===== config.mk =====
export PLATFORM = sky130hd
export DESIGN_NAME = power_dip_ride_through
export DESIGN_NICKNAME = d
export VERILOG_FILES = /design/src/dip_pkg.sv /design/src/ms_tick.sv /design/src/force_ramp.sv /design/src/power_dip_ride_through.sv
export VERILOG_INCLUDE_DIRS = /design/src
export SDC_FILE = /design/constraint.sdc
export NUM_CORES = 2
export LEC_CHECK = 0
export ABC_CLOCK_PERIOD_IN_PS = 62000
export BUFFER_PORTS_ARGS = -buffer_cell sky130_fd_sc_hd__buf_2
export CAP_MARGIN = 20
export CORE_MARGIN = 2
export CORE_UTILIZATION = 47
export CTS_CLUSTER_SIZE = 10
export DETAILED_ROUTE_END_ITERATION = 8
export PLACE_DENSITY_LB_ADDON = 0.1
export SLEW_MARGIN = 15
export SYNTH_ARGS = -nofsm -noshare
export SYNTH_HDL_FRONTEND = slang
export SYNTH_SLANG_ARGS = --single-unit
export TNS_END_PERCENT = 30

===== constraint.sdc =====
create_clock -name clock_i -period 62 [get_ports clock_i]
set_clock_uncertainty 0.2 [all_clocks]
set_input_delay 3.1 -clock clock_i [delete_from_list [all_inputs] [get_ports clock_i]]
set_output_delay 3.1 -clock clock_i [all_outputs]
set_load 0.02 [all_outputs]

===== src/dip_params.svh =====
// Constants for the supply-dip ride-through block: register map, field
// layout, reset values and timing. Included by the tick, ramp and supervisor files.
`ifndef DIP_PARAMS_SVH
`define DIP_PARAMS_SVH

`define CLK_HZ              50000000
`define MS_PER_S            1000
`define CYC_PER_MS          (`CLK_HZ / `MS_PER_S)

// Register byte offsets
`define OFF_CTRL            12'h000
`define OFF_HOLD            12'h004
`define OFF_MAXSPD          12'h008
`define OFF_UVMODE          12'h00c
`define OFF_DIPLIM          12'h010
`define OFF_RELTIME         12'h014
`define OFF_NORMLIM         12'h018
`define OFF_STATUS          12'h01c
`define OFF_FLIM            12'h020

// Ranges and reset values
`define HOLD_MIN            16'd20
`define HOLD_MAX            16'd1000
`define HOLD_RST            16'd20
`define MAXSPD_MIN          8'd1
`define MAXSPD_MAX          8'd100
`define MAXSPD_RST          8'd50
`define UVMODE_RST          2'd0
`define DIPLIM_MAX          8'd100
`define DIPLIM_RST          8'd50
`define RELTIME_MAX         16'd1000
`define RELTIME_RST         16'd100
`define NORMLIM_RST         8'd100
// Fixed overload trip level, not reachable from software
`define OVLD_HIGH_LEVEL     8'd200

// Status register bit positions
`define ST_READY            0
`define ST_POWER            1
`define ST_UVWARN           2
`define ST_UVALARM          3
`define ST_OVSPD            4
`define ST_OVLD             5
`define ST_CUT              6

`endif


===== src/dip_pkg.sv =====
// Types shared by the supply-dip ride-through block.
// Assumes dip_params.svh supplies the numeric constants.
package dip_pkg;
    typedef enum logic [1:0] {
        UV_OFF,
        UV_HOST,
        UV_INTERNAL,
        UV_RSVD
    } uv_mode_t;

    typedef enum {
        ST_RUN,
        ST_DIP,
        ST_CUT
    } dip_state_t;
endpackage


===== src/ms_tick.sv =====
// Millisecond tick generator.
// Assumes clock_i at the rate given in dip_params.svh.
`timescale 1ns/10ps
`include "dip_params.svh"
module ms_tick #(
    parameter int CYCLES = `CYC_PER_MS
) (
    input  wire logic clock_i,
    input  wire logic rst_n_i,
    input  wire logic ce_i,
    output logic      tick_o
);
    logic [31:0] cnt_reg;
    logic [31:0] cnt_next;
    logic        tick_reg;
    logic        tick_next;

    always_comb begin
        cnt_next  = cnt_reg;
        tick_next = 1'b0;
        if (cnt_reg == 32'(CYCLES - 1)) begin
            cnt_next  = '0;
            tick_next = 1'b1;
        end else begin
            cnt_next = cnt_reg + 32'h1;
        end
    end

    always_ff @(posedge clock_i) begin
        if (!rst_n_i) begin
            cnt_reg  <= '0;
            tick_reg <= 1'b0;
        end else if (ce_i) begin
            cnt_reg  <= cnt_next;
            tick_reg <= tick_next;
        end
    end

    assign tick_o = tick_reg & ce_i;
endmodule


===== src/force_ramp.sv =====
// Force-limit ramp: clamps to the dip limit, then climbs back linearly.
// Assumes a one-cycle millisecond tick on the same clock.
`timescale 1ns/10ps
`include "dip_params.svh"
module force_ramp (
    input  wire logic       clock_i,
    input  wire logic       rst_n_i,
    input  wire logic       ce_i,
    input  wire logic       ms_tick_i,
    input  wire logic       enable_i,
    input  wire logic       warn_i,
    input  wire logic [7:0] dip_lim_i,
    input  wire logic [7:0] norm_lim_i,
    input  wire logic [15:0] rel_ms_i,
    output logic [7:0]      limit_o
);
    logic [15:0] elapsed_reg;
    logic [15:0] elapsed_next;
    logic        ramp_reg;
    logic        ramp_next;
    logic [7:0]  lim_reg;
    logic [7:0]  lim_next;
    logic [7:0]  span;
    logic [23:0] step;

    always_comb begin
        elapsed_next = elapsed_reg;
        ramp_next    = ramp_reg;
        span         = (norm_lim_i > dip_lim_i) ?
                       8'(norm_lim_i - dip_lim_i) : 8'h00;
        step         = 24'h0;
        lim_next     = norm_lim_i;
        if (!enable_i) begin
            ramp_next    = 1'b0;
            elapsed_next = '0;
        end else if (warn_i) begin
            // Clamp while the warning stands
            ramp_next    = 1'b1;
            elapsed_next = '0;
            lim_next     = (dip_lim_i < norm_lim_i) ? dip_lim_i : norm_lim_i;
        end else if (ramp_reg) begin
            // Release time is read live, so a change acts at once
            if (elapsed_reg >= rel_ms_i) begin
                ramp_next = 1'b0;
            end else begin
                // Linear climb from the dip limit
                step = (24'(span) * 24'(elapsed_reg)) / 24'(rel_ms_i);
                lim_next = 8'(dip_lim_i + step[7:0]);
                if (ms_tick_i) begin
                    elapsed_next = elapsed_reg + 16'h1;
                end
            end
        end
    end

    always_ff @(posedge clock_i) begin
        if (!rst_n_i) begin
            elapsed_reg <= '0;
            ramp_reg    <= 1'b0;
            lim_reg     <= `NORMLIM_RST;
        end else if (ce_i) begin
            elapsed_reg <= elapsed_next;
            ramp_reg    <= ramp_next;
            lim_reg     <= lim_next;
        end
    end

    assign limit_o = lim_reg;
endmodule


===== src/power_dip_ride_through.sv =====
// Main-circuit supply dip supervisor with APB register access.
// Assumes supply and speed inputs arrive asynchronously from sensing logic.
//
// The implementer's own choices: the APB register port and the register offsets.
`timescale 1ns/10ps
`include "dip_params.svh"

// Notes on behaviour
// - Hold time 20..1000 ms, default 20, acts immediately.
// - Dip shorter than hold time: motor keeps running.
// - Dip longer: power off until supply returns, then back on.
// - Dip longer than hold time drops servo-ready.
// - Undervoltage alarm during dip ignores the hold time.
// - Control supply loss acts as normal power-off, ignoring hold time.
// - Max speed 1..100 x100 mm/s, default 50, at restart; overspeed alarm.
// - Mode 0 no detection, 1 host limits, 2 internal limits; at restart.
// - Internal mode clamps force, then releases over release time.
// - Dip force limit 0..100 percent, default 50, acts immediately.
// - Release time 0..1000 ms, default 100, acts immediately.
// - Servo-off command cuts motor current at once.
// - High-load overload level is fixed, not settable.
module power_dip_ride_through
    import dip_pkg::*;
#(
    parameter int MS_CYCLES = `CYC_PER_MS
) (
    input  wire logic        clock_i,
    input  wire logic        rst_n_i,
    input  wire logic        ce_i,
    input  wire logic        psel,
    input  wire logic        penable,
    input  wire logic        pwrite,
    input  wire logic [11:0] paddr,
    input  wire logic [31:0] pwdata,
    output logic [31:0]      prdata,
    output logic             pready,
    output logic             pslverr,
    input  wire logic        mains_ok_i,
    input  wire logic        ctrl_supply_ok_i,
    input  wire logic        bus_below_low_i,
    input  wire logic        bus_above_high_i,
    input  wire logic        uv_alarm_i,
    input  wire logic [7:0]  speed_i,
    input  wire logic [7:0]  load_i,
    input  wire logic        servo_off_command_i,
    output logic             servo_ready_o,
    output logic             motor_power_o,
    output logic             uv_warning_o,
    output logic             overspeed_alarm_o,
    output logic             overload_alarm_o,
    output logic [7:0]       force_limit_o
);
    // Two-flop synchronisers for every off-domain input
    localparam int NSYNC = 22;
    logic [NSYNC-1:0] raw_in;
    logic [NSYNC-1:0] s1_reg;
    logic [NSYNC-1:0] s2_reg;
    assign raw_in = {load_i, speed_i, servo_off_command_i, uv_alarm_i,
                     bus_above_high_i, bus_below_low_i, ctrl_supply_ok_i,
                     mains_ok_i};

    genvar gi;
    generate
        for (gi = 0; gi < NSYNC; gi++) begin : g_sync
            always_ff @(posedge clock_i) begin
                if (!rst_n_i) begin
                    s1_reg[gi] <= 1'b0;
                    s2_reg[gi] <= 1'b0;
                end else if (ce_i) begin
                    s1_reg[gi] <= raw_in[gi];
                    s2_reg[gi] <= s1_reg[gi];
                end
            end
        end
    endgenerate

    logic       mains_ok;
    logic       ctrl_ok;
    logic       bus_low;
    logic       bus_high;
    logic       uv_alarm;
    logic       svoff;
    logic [7:0] speed;
    logic [7:0] load;
    assign mains_ok = s2_reg[0];
    assign ctrl_ok  = s2_reg[1];
    assign bus_low  = s2_reg[2];
    assign bus_high = s2_reg[3];
    assign uv_alarm = s2_reg[4];
    assign svoff    = s2_reg[5];
    assign speed    = s2_reg[13:6];
    assign load     = s2_reg[21:14];

    // Settings
    logic [15:0] hold_reg, hold_next;
    logic [7:0]  maxspd_reg, maxspd_next;
    logic [1:0]  uvmode_reg, uvmode_next;
    logic [7:0]  diplim_reg, diplim_next;
    logic [15:0] rel_reg, rel_next;
    logic [7:0]  normlim_reg, normlim_next;
    logic        restart_req;
    // Values latched at restart
    logic [7:0]  maxspd_act_reg, maxspd_act_next;
    uv_mode_t    uvmode_act_reg, uvmode_act_next;

    logic        wr_en;
    logic        rd_hit;
    logic [31:0] rd_data;
    logic [31:0] status_word;
    logic [7:0]  ramp_limit;

    assign wr_en  = psel & penable & pwrite;
    assign pready = 1'b1;

    always_comb begin
        hold_next    = hold_reg;
        maxspd_next  = maxspd_reg;
        uvmode_next  = uvmode_reg;
        diplim_next  = diplim_reg;
        rel_next     = rel_reg;
        normlim_next = normlim_reg;
        restart_req  = 1'b0;
        if (wr_en) begin
            case (paddr)
                `OFF_CTRL: restart_req = pwdata[0];
                `OFF_HOLD: begin
                    // Out-of-range values are clamped into range
                    if (pwdata[31:16] != '0 || pwdata[15:0] > `HOLD_MAX)
                        hold_next = `HOLD_MAX;
                    else if (pwdata[15:0] < `HOLD_MIN)
                        hold_next = `HOLD_MIN;
                    else
                        hold_next = pwdata[15:0];
                end
                `OFF_MAXSPD: begin
                    if (pwdata[31:8] != '0 || pwdata[7:0] > `MAXSPD_MAX)
                        maxspd_next = `MAXSPD_MAX;
                    else if (pwdata[7:0] < `MAXSPD_MIN)
                        maxspd_next = `MAXSPD_MIN;
                    else
                        maxspd_next = pwdata[7:0];
                end
                `OFF_UVMODE: uvmode_next = pwdata[1:0];
                `OFF_DIPLIM: begin
                    if (pwdata[31:8] != '0 || pwdata[7:0] > `DIPLIM_MAX)
                        diplim_next = `DIPLIM_MAX;
                    else
                        diplim_next = pwdata[7:0];
                end
                `OFF_RELTIME: begin
                    if (pwdata[31:16] != '0 ||
                        pwdata[15:0] > `RELTIME_MAX)
                        rel_next = `RELTIME_MAX;
                    else
                        rel_next = pwdata[15:0];
                end
                `OFF_NORMLIM: normlim_next = pwdata[7:0];
                default: ;
            endcase
        end
    end

    always_comb begin
        maxspd_act_next = maxspd_act_reg;
        uvmode_act_next = uvmode_act_reg;
        if (restart_req) begin
            // Speed limit and mode take effect only at restart
            maxspd_act_next = maxspd_reg;
            uvmode_act_next = (uvmode_reg == 2'd3) ? UV_OFF :
                              uv_mode_t'(uvmode_reg);
        end
    end

    always_ff @(posedge clock_i) begin
        if (!rst_n_i) begin
            hold_reg       <= `HOLD_RST;
            maxspd_reg     <= `MAXSPD_RST;
            uvmode_reg     <= `UVMODE_RST;
            diplim_reg     <= `DIPLIM_RST;
            rel_reg        <= `RELTIME_RST;
            normlim_reg    <= `NORMLIM_RST;
            maxspd_act_reg <= `MAXSPD_RST;
            uvmode_act_reg <= UV_OFF;
        end else if (ce_i) begin
            hold_reg       <= hold_next;
            maxspd_reg     <= maxspd_next;
            uvmode_reg     <= uvmode_next;
            diplim_reg     <= diplim_next;
            rel_reg        <= rel_next;
            normlim_reg    <= normlim_next;
            maxspd_act_reg <= maxspd_act_next;
            uvmode_act_reg <= uvmode_act_next;
        end
    end

    logic ms_tick;
    ms_tick #(.CYCLES(MS_CYCLES)) u_tick (
        .clock_i (clock_i),
        .rst_n_i (rst_n_i),
        .ce_i    (ce_i),
        .tick_o  (ms_tick)
    );

    // Supply dip state machine
    dip_state_t  state_reg, state_next;
    logic [15:0] dip_ms_reg, dip_ms_next;
    logic        ready_reg, ready_next;
    logic        power_reg, power_next;
    logic        warn_reg, warn_next;
    logic        ovspd_reg, ovspd_next;
    logic        ovld_reg, ovld_next;

    always_comb begin
        state_next  = state_reg;
        dip_ms_next = dip_ms_reg;
        ready_next  = ready_reg;
        power_next  = power_reg;
        case (state_reg)
            ST_RUN: begin
                dip_ms_next = '0;
                ready_next  = 1'b1;
                power_next  = 1'b1;
                if (!mains_ok)
                    state_next = ST_DIP;
            end
            ST_DIP: begin
                // Ride through while within hold time
                if (mains_ok) begin
                    state_next = ST_RUN;
                end else if (dip_ms_reg >= hold_reg ||
                             uv_alarm) begin
                    // Hold time read live alarm overrides it
                    state_next = ST_CUT;
                end else if (ms_tick) begin
                    dip_ms_next = dip_ms_reg + 16'h1;
                end
            end
            ST_CUT: begin
                power_next = 1'b0;
                ready_next = 1'b0;
                if (mains_ok)
                    state_next = ST_RUN;
            end
            default: state_next = ST_RUN;
        endcase
        // Control loss: plain power-off, hold time ignored
        if (!ctrl_ok) begin
            state_next = ST_CUT;
            power_next = 1'b0;
            ready_next = 1'b0;
        end
    end

    always_comb begin
        warn_next = warn_reg;
        // Hysteresis on the DC bus
        if (uvmode_act_reg == UV_OFF)
            warn_next = 1'b0;
        else if (bus_low)
            warn_next = 1'b1;
        else if (bus_high)
            warn_next = 1'b0;
        ovspd_next = ovspd_reg | (speed > maxspd_act_reg);
        // Fixed level, no register reaches it
        ovld_next  = ovld_reg | (load > `OVLD_HIGH_LEVEL);
        // A trip in the restart cycle wins over the clear
        if (restart_req) begin
            ovspd_next = (speed > maxspd_act_reg);
            ovld_next  = (load > `OVLD_HIGH_LEVEL);
        end
    end

    always_ff @(posedge clock_i) begin
        if (!rst_n_i) begin
            state_reg  <= ST_RUN;
            dip_ms_reg <= '0;
            ready_reg  <= 1'b0;
            power_reg  <= 1'b0;
            warn_reg   <= 1'b0;
            ovspd_reg  <= 1'b0;
            ovld_reg   <= 1'b0;
        end else if (ce_i) begin
            state_reg  <= state_next;
            dip_ms_reg <= dip_ms_next;
            ready_reg  <= ready_next;
            power_reg  <= power_next;
            warn_reg   <= warn_next;
            ovspd_reg  <= ovspd_next;
            ovld_reg   <= ovld_next;
        end
    end

    force_ramp u_ramp (
        .clock_i    (clock_i),
        .rst_n_i    (rst_n_i),
        .ce_i       (ce_i),
        .ms_tick_i  (ms_tick),
        .enable_i   (uvmode_act_reg == UV_INTERNAL),
        .warn_i     (warn_reg),
        .dip_lim_i  (diplim_reg),
        .norm_lim_i (normlim_reg),
        .rel_ms_i   (rel_reg),
        .limit_o    (ramp_limit)
    );

    // Servo-off gates current straight away, bypassing the hold timer
    assign motor_power_o     = power_reg & ~svoff;
    assign servo_ready_o     = ready_reg;
    assign uv_warning_o      = warn_reg;
    assign overspeed_alarm_o = ovspd_reg;
    assign overload_alarm_o  = ovld_reg;
    assign force_limit_o     = ramp_limit;

    always_comb begin
        status_word = '0;
        status_word[`ST_READY]   = ready_reg;
        status_word[`ST_POWER]   = motor_power_o;
        status_word[`ST_UVWARN]  = warn_reg;
        status_word[`ST_UVALARM] = uv_alarm;
        status_word[`ST_OVSPD]   = ovspd_reg;
        status_word[`ST_OVLD]    = ovld_reg;
        status_word[`ST_CUT]     = (state_reg == ST_CUT);
        rd_hit  = 1'b1;
        rd_data = '0;
        case (paddr)
            `OFF_CTRL:    rd_data = '0;
            `OFF_HOLD:    rd_data = 32'(hold_reg);
            `OFF_MAXSPD:  rd_data = 32'(maxspd_reg);
            `OFF_UVMODE:  rd_data = 32'(uvmode_reg);
            `OFF_DIPLIM:  rd_data = 32'(diplim_reg);
            `OFF_RELTIME: rd_data = 32'(rel_reg);
            `OFF_NORMLIM: rd_data = 32'(normlim_reg);
            `OFF_STATUS:  rd_data = status_word;
            `OFF_FLIM:    rd_data = 32'(ramp_limit);
            default:      rd_hit  = 1'b0;
        endcase
    end

    logic [31:0] prdata_reg, prdata_next;
    always_comb begin
        prdata_next = prdata_reg;
        if (psel && !penable && !pwrite)
            prdata_next = rd_data;
    end
    always_ff @(posedge clock_i) begin
        if (!rst_n_i)
            prdata_reg <= '0;
        else if (ce_i)
            prdata_reg <= prdata_next;
    end
    assign prdata  = prdata_reg;
    assign pslverr = psel & penable & ~rd_hit;
endmodule


# After elaboration in Yosys (flattened, before gate mapping)

Cells that the tools add are included.

Equal/unequal tests: 24
Bitwise operators: 9
$add $sub $neg: 5
$mul: 1
Div/mod/pow operators: 1
Muxes and demuxes: 45
Reductions and logical operators: 28
Order comparisons: 10

Operators with widths:

| operator                                                                | count |
|---|---|
| 32-bit two-way mux                                                      | 6 |
| 16-bit two-way mux                                                      | 11 |
| 16-bit case mux with 8 select lines                                     | 1 |
| 32-bit case mux with 3 select lines                                     | 1 |
| 8-bit two-way mux                                                       | 9 |
| 12-bit by 5-bit == test with 1-bit output (second input constant)       | 4 |
| 16-bit by 1-bit adder with 16-bit output (second input constant)        | 2 |
| 32-bit by 1-bit adder with 32-bit output (second input constant)        | 1 |
| 32-bit by 1-bit == test with 1-bit output (second input constant)       | 1 |
| 32-bit by 16-bit == test with 1-bit output (second input constant)      | 1 |
| 32-bit by 2-bit == test with 1-bit output (second input constant)       | 1 |
| 32-bit by 3-bit == test with 1-bit output (second input constant)       | 1 |
| 16-bit >= comparator                                                    | 2 |
| 32-bit zero test                                                        | 1 |
| 16-bit case mux with 2 select lines                                     | 1 |
| 24-bit by 16-bit divider with 24-bit output                             | 1 |
| 12-bit by 4-bit == test with 1-bit output (second input constant)       | 2 |
| 8-bit by 16-bit multiplier with 24-bit output                           | 1 |
| 24-bit nonzero test                                                     | 1 |
| 3-bit AND reduction                                                     | 6 |
| 16-bit by 10-bit > comparator with 1-bit output (second input constant) | 1 |
| 8-bit > comparator                                                      | 2 |
| 16-bit by 5-bit < comparator with 1-bit output (second input constant)  | 1 |
| 16-bit nonzero test                                                     | 1 |
| 30 further kinds                                                        | 64 |

Output and inout port bits: 47
Input bits: 72
Register bits after elaboration: 254

# Logic depth before layout (Yosys ltp)

Depth after elaboration: 9
Mapped depth: 320

# Hierarchy

A second synthesis with hierarchy kept.

Cells, all modules: 3727
Area, all modules: 28831.4 sq um

By module, submodules not included:

| module                 | area each (sq um) | times used | cells an instance |
|---|---|---|---|
| force_ramp             | 20128.1           | 1          | 2743 |
| power_dip_ride_through | 7064.3            | 1          | 791 |
| ms_tick                | 1639.1            | 1          | 193 |

# Worst setup path after synthesis

Ideal clock, no wire load.

Path type: reg2reg
Start: reg normlim_reg[0]
End: reg u_ramp.lim_reg[7] (netlist: u_ramp.limit_o[7])
Data required time: 61.735 ns
Cell stages (with the launch flop): 298
Buffers on the path: 32
Slack: 0.814 ns
Library setup time: 0.065 ns
Data arrival time: 60.920 ns
Cells stage by stage: dfxtp_1 inv_1 ha_1 fa_1 inv_1 a21oi_1 o21ai_0 a21o_1 a21o_1 o31ai_1 clkbuf_1 clkbuf_1 nor2_1 clkbuf_1 and2_1 fa_1 fa_1 fa_1 [... 262 more ...] o21ai_0 o2111ai_1 nor3_1 nor4b_1 a21oi_1 ha_1 a21o_1 a21oi_1 o21bai_1 a21oi_1 o21bai_1 a21oi_1 xnor2_1 xnor2_1 mux2i_1 a21oi_1 mux2i_1 nor2b_1

Cells in the longest elaborated chain, start to end: 9

RTL lines:

| item                                                   | line                               | text |
|---|---|---|
| start: declaration                                     | power_dip_ride_through.sv:100      | `logic [7:0] normlim_reg, normlim_next;` |
| start signal: assignment                               | power_dip_ride_through.sv:181      | `` normlim_reg <= `NORMLIM_RST; `` |
| start signal: assignment                               | power_dip_ride_through.sv:190      | `normlim_reg <= normlim_next;` |
| 8-bit subtractor or 8-bit > comparator (tied branches) | force_ramp.sv:30, force_ramp.sv:29 |  |
| 8-bit two-way mux                                      | force_ramp.sv:29                   | `span = (norm_lim_i > dip_lim_i) ?` |
| 8-bit by 16-bit multiplier with 24-bit output          | force_ramp.sv:47                   | `step = (24'(span) * 24'(elapsed_reg)) / 24'(rel_ms_i);` |
| 24-bit by 16-bit divider with 24-bit output            | force_ramp.sv:47                   |  |
| 8-bit adder                                            | force_ramp.sv:48                   | `lim_next = 8'(dip_lim_i + step[7:0]);` |
| 8-bit two-way mux                                      | force_ramp.sv:43                   | `if (elapsed_reg >= rel_ms_i) begin` |
| 8-bit two-way mux                                      | force_ramp.sv:41                   | `end else if (ramp_reg) begin` |
| 8-bit two-way mux *                                    | force_ramp.sv:36                   | `end else if (warn_i) begin` |
| 8-bit two-way mux *                                    | force_ramp.sv:33                   | `if (!enable_i) begin` |
| end signal: assignment                                 | force_ramp.sv:60                   | `` lim_reg <= `NORMLIM_RST; `` |
| end signal: assignment                                 | force_ramp.sv:64                   | `lim_reg <= lim_next;` |
| end: declaration                                       | force_ramp.sv:21                   | `logic [7:0] lim_reg;` |

Every way passes the cells marked *; elsewhere a longest branch is shown, timed or not.
A chain may end at the register's enable or synchronous reset.

# Final worst setup path

Start: reg normlim_reg[1]
End: reg u_ramp.lim_reg[7] (netlist: u_ramp.limit_o[7])

Same word-level chain as after synthesis.

==> results.sh <==
export IMPL_yosysSeqAreaShare=0.144
export IMPL_grt_pass1_vias=26061
export IMPL_core_um2=60600
export IMPL_fillers=5941
export IMPL_rows=90
export IMPL_hold_viol_final=0
export IMPL_drc=0
export IMPL_r2r_cells=290
export IMPL_clk_pin_slew_ns=0.06
export IMPL_cp_num_buf_inv=26
export IMPL_synth_common_cells="367 x ha_1, 340 x nand2_1, 297 x nor2_1, 234 x a21oi_1, 208 x dfxtp_1"
export IMPL_power_density_nw_per_um2=9.29
export IMPL_synth_edff_count=0
export IMPL_placed_cells=4588
export IMPL_grt_total_usage=0.278
export IMPL_dr_pass1_iters=7
export IMPL_finalCritPeriodShare=0.942
export IMPL_cap_violations=0
export IMPL_ys_flop_type="dfxtp_1"
export IMPL_hpwlAfterDp_mm=70.5
export IMPL_drt_iter0_drc=1869
export IMPL_slew_limit_headroom=0.341
export IMPL_cp_max_fo=16
export IMPL_setup_violations=0
export IMPL_cts_made_buffers=24
export IMPL_synth_xor_area_frac=0.0618
export IMPL_vias_per_cell=5.93
export IMPL_synth_top_family_by_area="compound AO/OA/AOI/OAI gates"
export IMPL_fmax_mhz=17.1
export IMPL_cts_root_buf="clkbuf_16"
export IMPL_nets=4402
export IMPL_synthMuxAreaShare=0.0623
export IMPL_cts_tree="done"
export IMPL_slowest_stage="fa_1"
export IMPL_synth_top_cell_area_share=0.159
export IMPL_overflow=0
export IMPL_synth_avg_cell_area_um2=7.77
export IMPL_outcome="completed"
export IMPL_synth_compound_area_frac=0.233
export IMPL_cts_path_max_buffers=3
export IMPL_fin_crit_ns=58.42
export IMPL_ys_types=107
export IMPL_io_buffers=101
export IMPL_clkSinkCount=208
export IMPL_worst_pin_slew_ns=0.980
export IMPL_maxSlewViolCount=0
export IMPL_area_growth_pct=11.8
export IMPL_yosysMostFrequentCell="ha_1"
export IMPL_die_y_um=252
export IMPL_ir_drop_mv=0.0232
export IMPL_worst_setup_path_start_kind="register"
export IMPL_synth_simple_gate_area_frac=0.230
export IMPL_antenna_found_initial=0
export IMPL_antennaDiodeCount=0
export IMPL_stdcell_count=4660
export IMPL_yosys_area_top_type="ha_1"
export IMPL_synth_ff_latch_count=208
export IMPL_wire_per_inst_um=19.6
export IMPL_worst_path_stages=290
export IMPL_drt_total_wl_mm=91.2
export IMPL_antenna_left=0
export IMPL_cpPeakStageDelay_ns=0.55
export IMPL_holdBufCountCts=0
export IMPL_synthAdderAreaFrac=0.219
export IMPL_utilization=0.534
export IMPL_total_power_uw=300
export IMPL_grt_pass1_wl_mm=143
export IMPL_fin_tns_setup_ns=0
export IMPL_synth_area_top_cells="ha_1 16%, dfxtp_1 14%, fa_1 6.0%"
export IMPL_synth_cells=3720
export IMPL_io_pin_count=119
export IMPL_grt_max_degree=87
export IMPL_criticalPathCategory="register to register"
export IMPL_layout_drive_gt1_share=0.143
export IMPL_arrival_ns=58.69
export IMPL_netlist_area_um2=28900
export IMPL_cellLeakagePower_uw=0.0151
export IMPL_synth_warnings=0
export IMPL_htreeDepth=1
export IMPL_die_w_um=252
export IMPL_cp_top_family="compound AO/OA/AOI/OAI gates"
export IMPL_min_path_type="register to register"
export IMPL_endpoint_kind="register"
export IMPL_clkLatencyLatePin_ns=0.54
export IMPL_postSynth_asyncResetShare=0
export IMPL_required_ns=62.27
export IMPL_start_util=0.477
export IMPL_largest_register_ffs=32
export IMPL_vias=27628
export IMPL_routabilityCongestion=0.953
export IMPL_cpMostUsedCell="a21o_1"
export IMPL_hold_depth=2
export IMPL_fp_dieArea_um2=63500
## tightest hold or removal path, delay by kind of cell (launching register included)
kind / cells / cell delay (ns)
flip-flops: 1 / 0.30
AO/OA/AOI/OAI: 1 / 0.06
AND/OR/NAND/NOR: 1 / 0.05
## timing repair
action | CTS | global route
buffers inserted | 0 | 41
endpoints found under the setup margin | 5 | 8
cloned | 0 | 2
pin swaps | 0 | 45
gates resized for setup | 9 | 150
## routing by layer
metal,share of wire,track usage,routed length [µm],vias to the layer above
met5,0,0,0,-
met4,0.028,0.0790,2510,0
met3,0.051,0.0243,4680,146
met2,0.46,0.469,42100,772
met1,0.46,0.378,41900,12984
li1,-,-,-,13726
## report_power, final
| part | switching, µW | total [µW] | internal [µW] | leakage [µW] |
|---|---|---|---|---|
| Sequential | 1.42 | 137 | 136 | 0.00168 |
| Clock | 54.3 | 123 | 69.1 | 0.000310 |
| Combinational | 21.0 | 39.9 | 18.9 | 0.0131 |
| Total | 76.8 | 300 | 224 | 0.0151 |
## cell usage in the layout (no fill, tap or decap), types with 79 or more instances in the layout
cell type  Yosys  layout
dfxtp_1      208     207
nand2_1      340     337
xor2_1        79      79
buf_2         12     100
nor3_1       140     136
buf_4         18     160
fa_1          86      86
o21ai_0      159     137
nor2b_1      105     103
a21o_1       115     115
xnor2_1      125     125
nor2_1       297     289
inv_1        203     203
ha_1         367     360
o21a_1        95      93
a21oi_1      234     203
and2_1       135     132
## path summary, 6_finish.rpt
kind	start	endpoint	slack, ns
max reg2reg	normlim_reg[1]	u_ramp.limit_o[7]	3.58
min reg2reg	maxspd_act_reg[7]	maxspd_act_reg[7]	0.26
min	maxspd_act_reg[7]	maxspd_act_reg[7]	0.26
max	normlim_reg[1]	u_ramp.limit_o[7]	3.58
## stage by stage
step | instance area, µm² | setup slack (ns) | hold slack, ns
final | 32300 | 3.58 | 0.263
after global placement | 30800 | 0.413 | 0.255
after floorplan | 29000 | 0.814 | 0.243
after detailed placement | 30800 | -0.396 | 0.259
after global routing | 32300 | -0.241 | 0.298
after CTS | 31400 | 0.0502 | 0.267
## cell families after synthesis
kind of cell    count (synthesis)
compound gates                991
flops                         208
mux                           166
buf+inv                       357
other cells                     2
simple gates                 1338
xor+xnor                      204
fa+ha+maj                     454
## final cells by class
class,count,area [µm²],share of cell area
Clock inverter,1,30.0,0.000928
Timing Repair Buffer,263,1740,0.0536
Inverter,209,790,0.0244
Multi-Input combinational cell,3171,24000,0.743
Clock buffer,26,608,0.0188
Sequential cell,208,4170,0.129
Tap cell,782,978,0.0302
No activity file was read; power rests on OpenSTA's default activity.
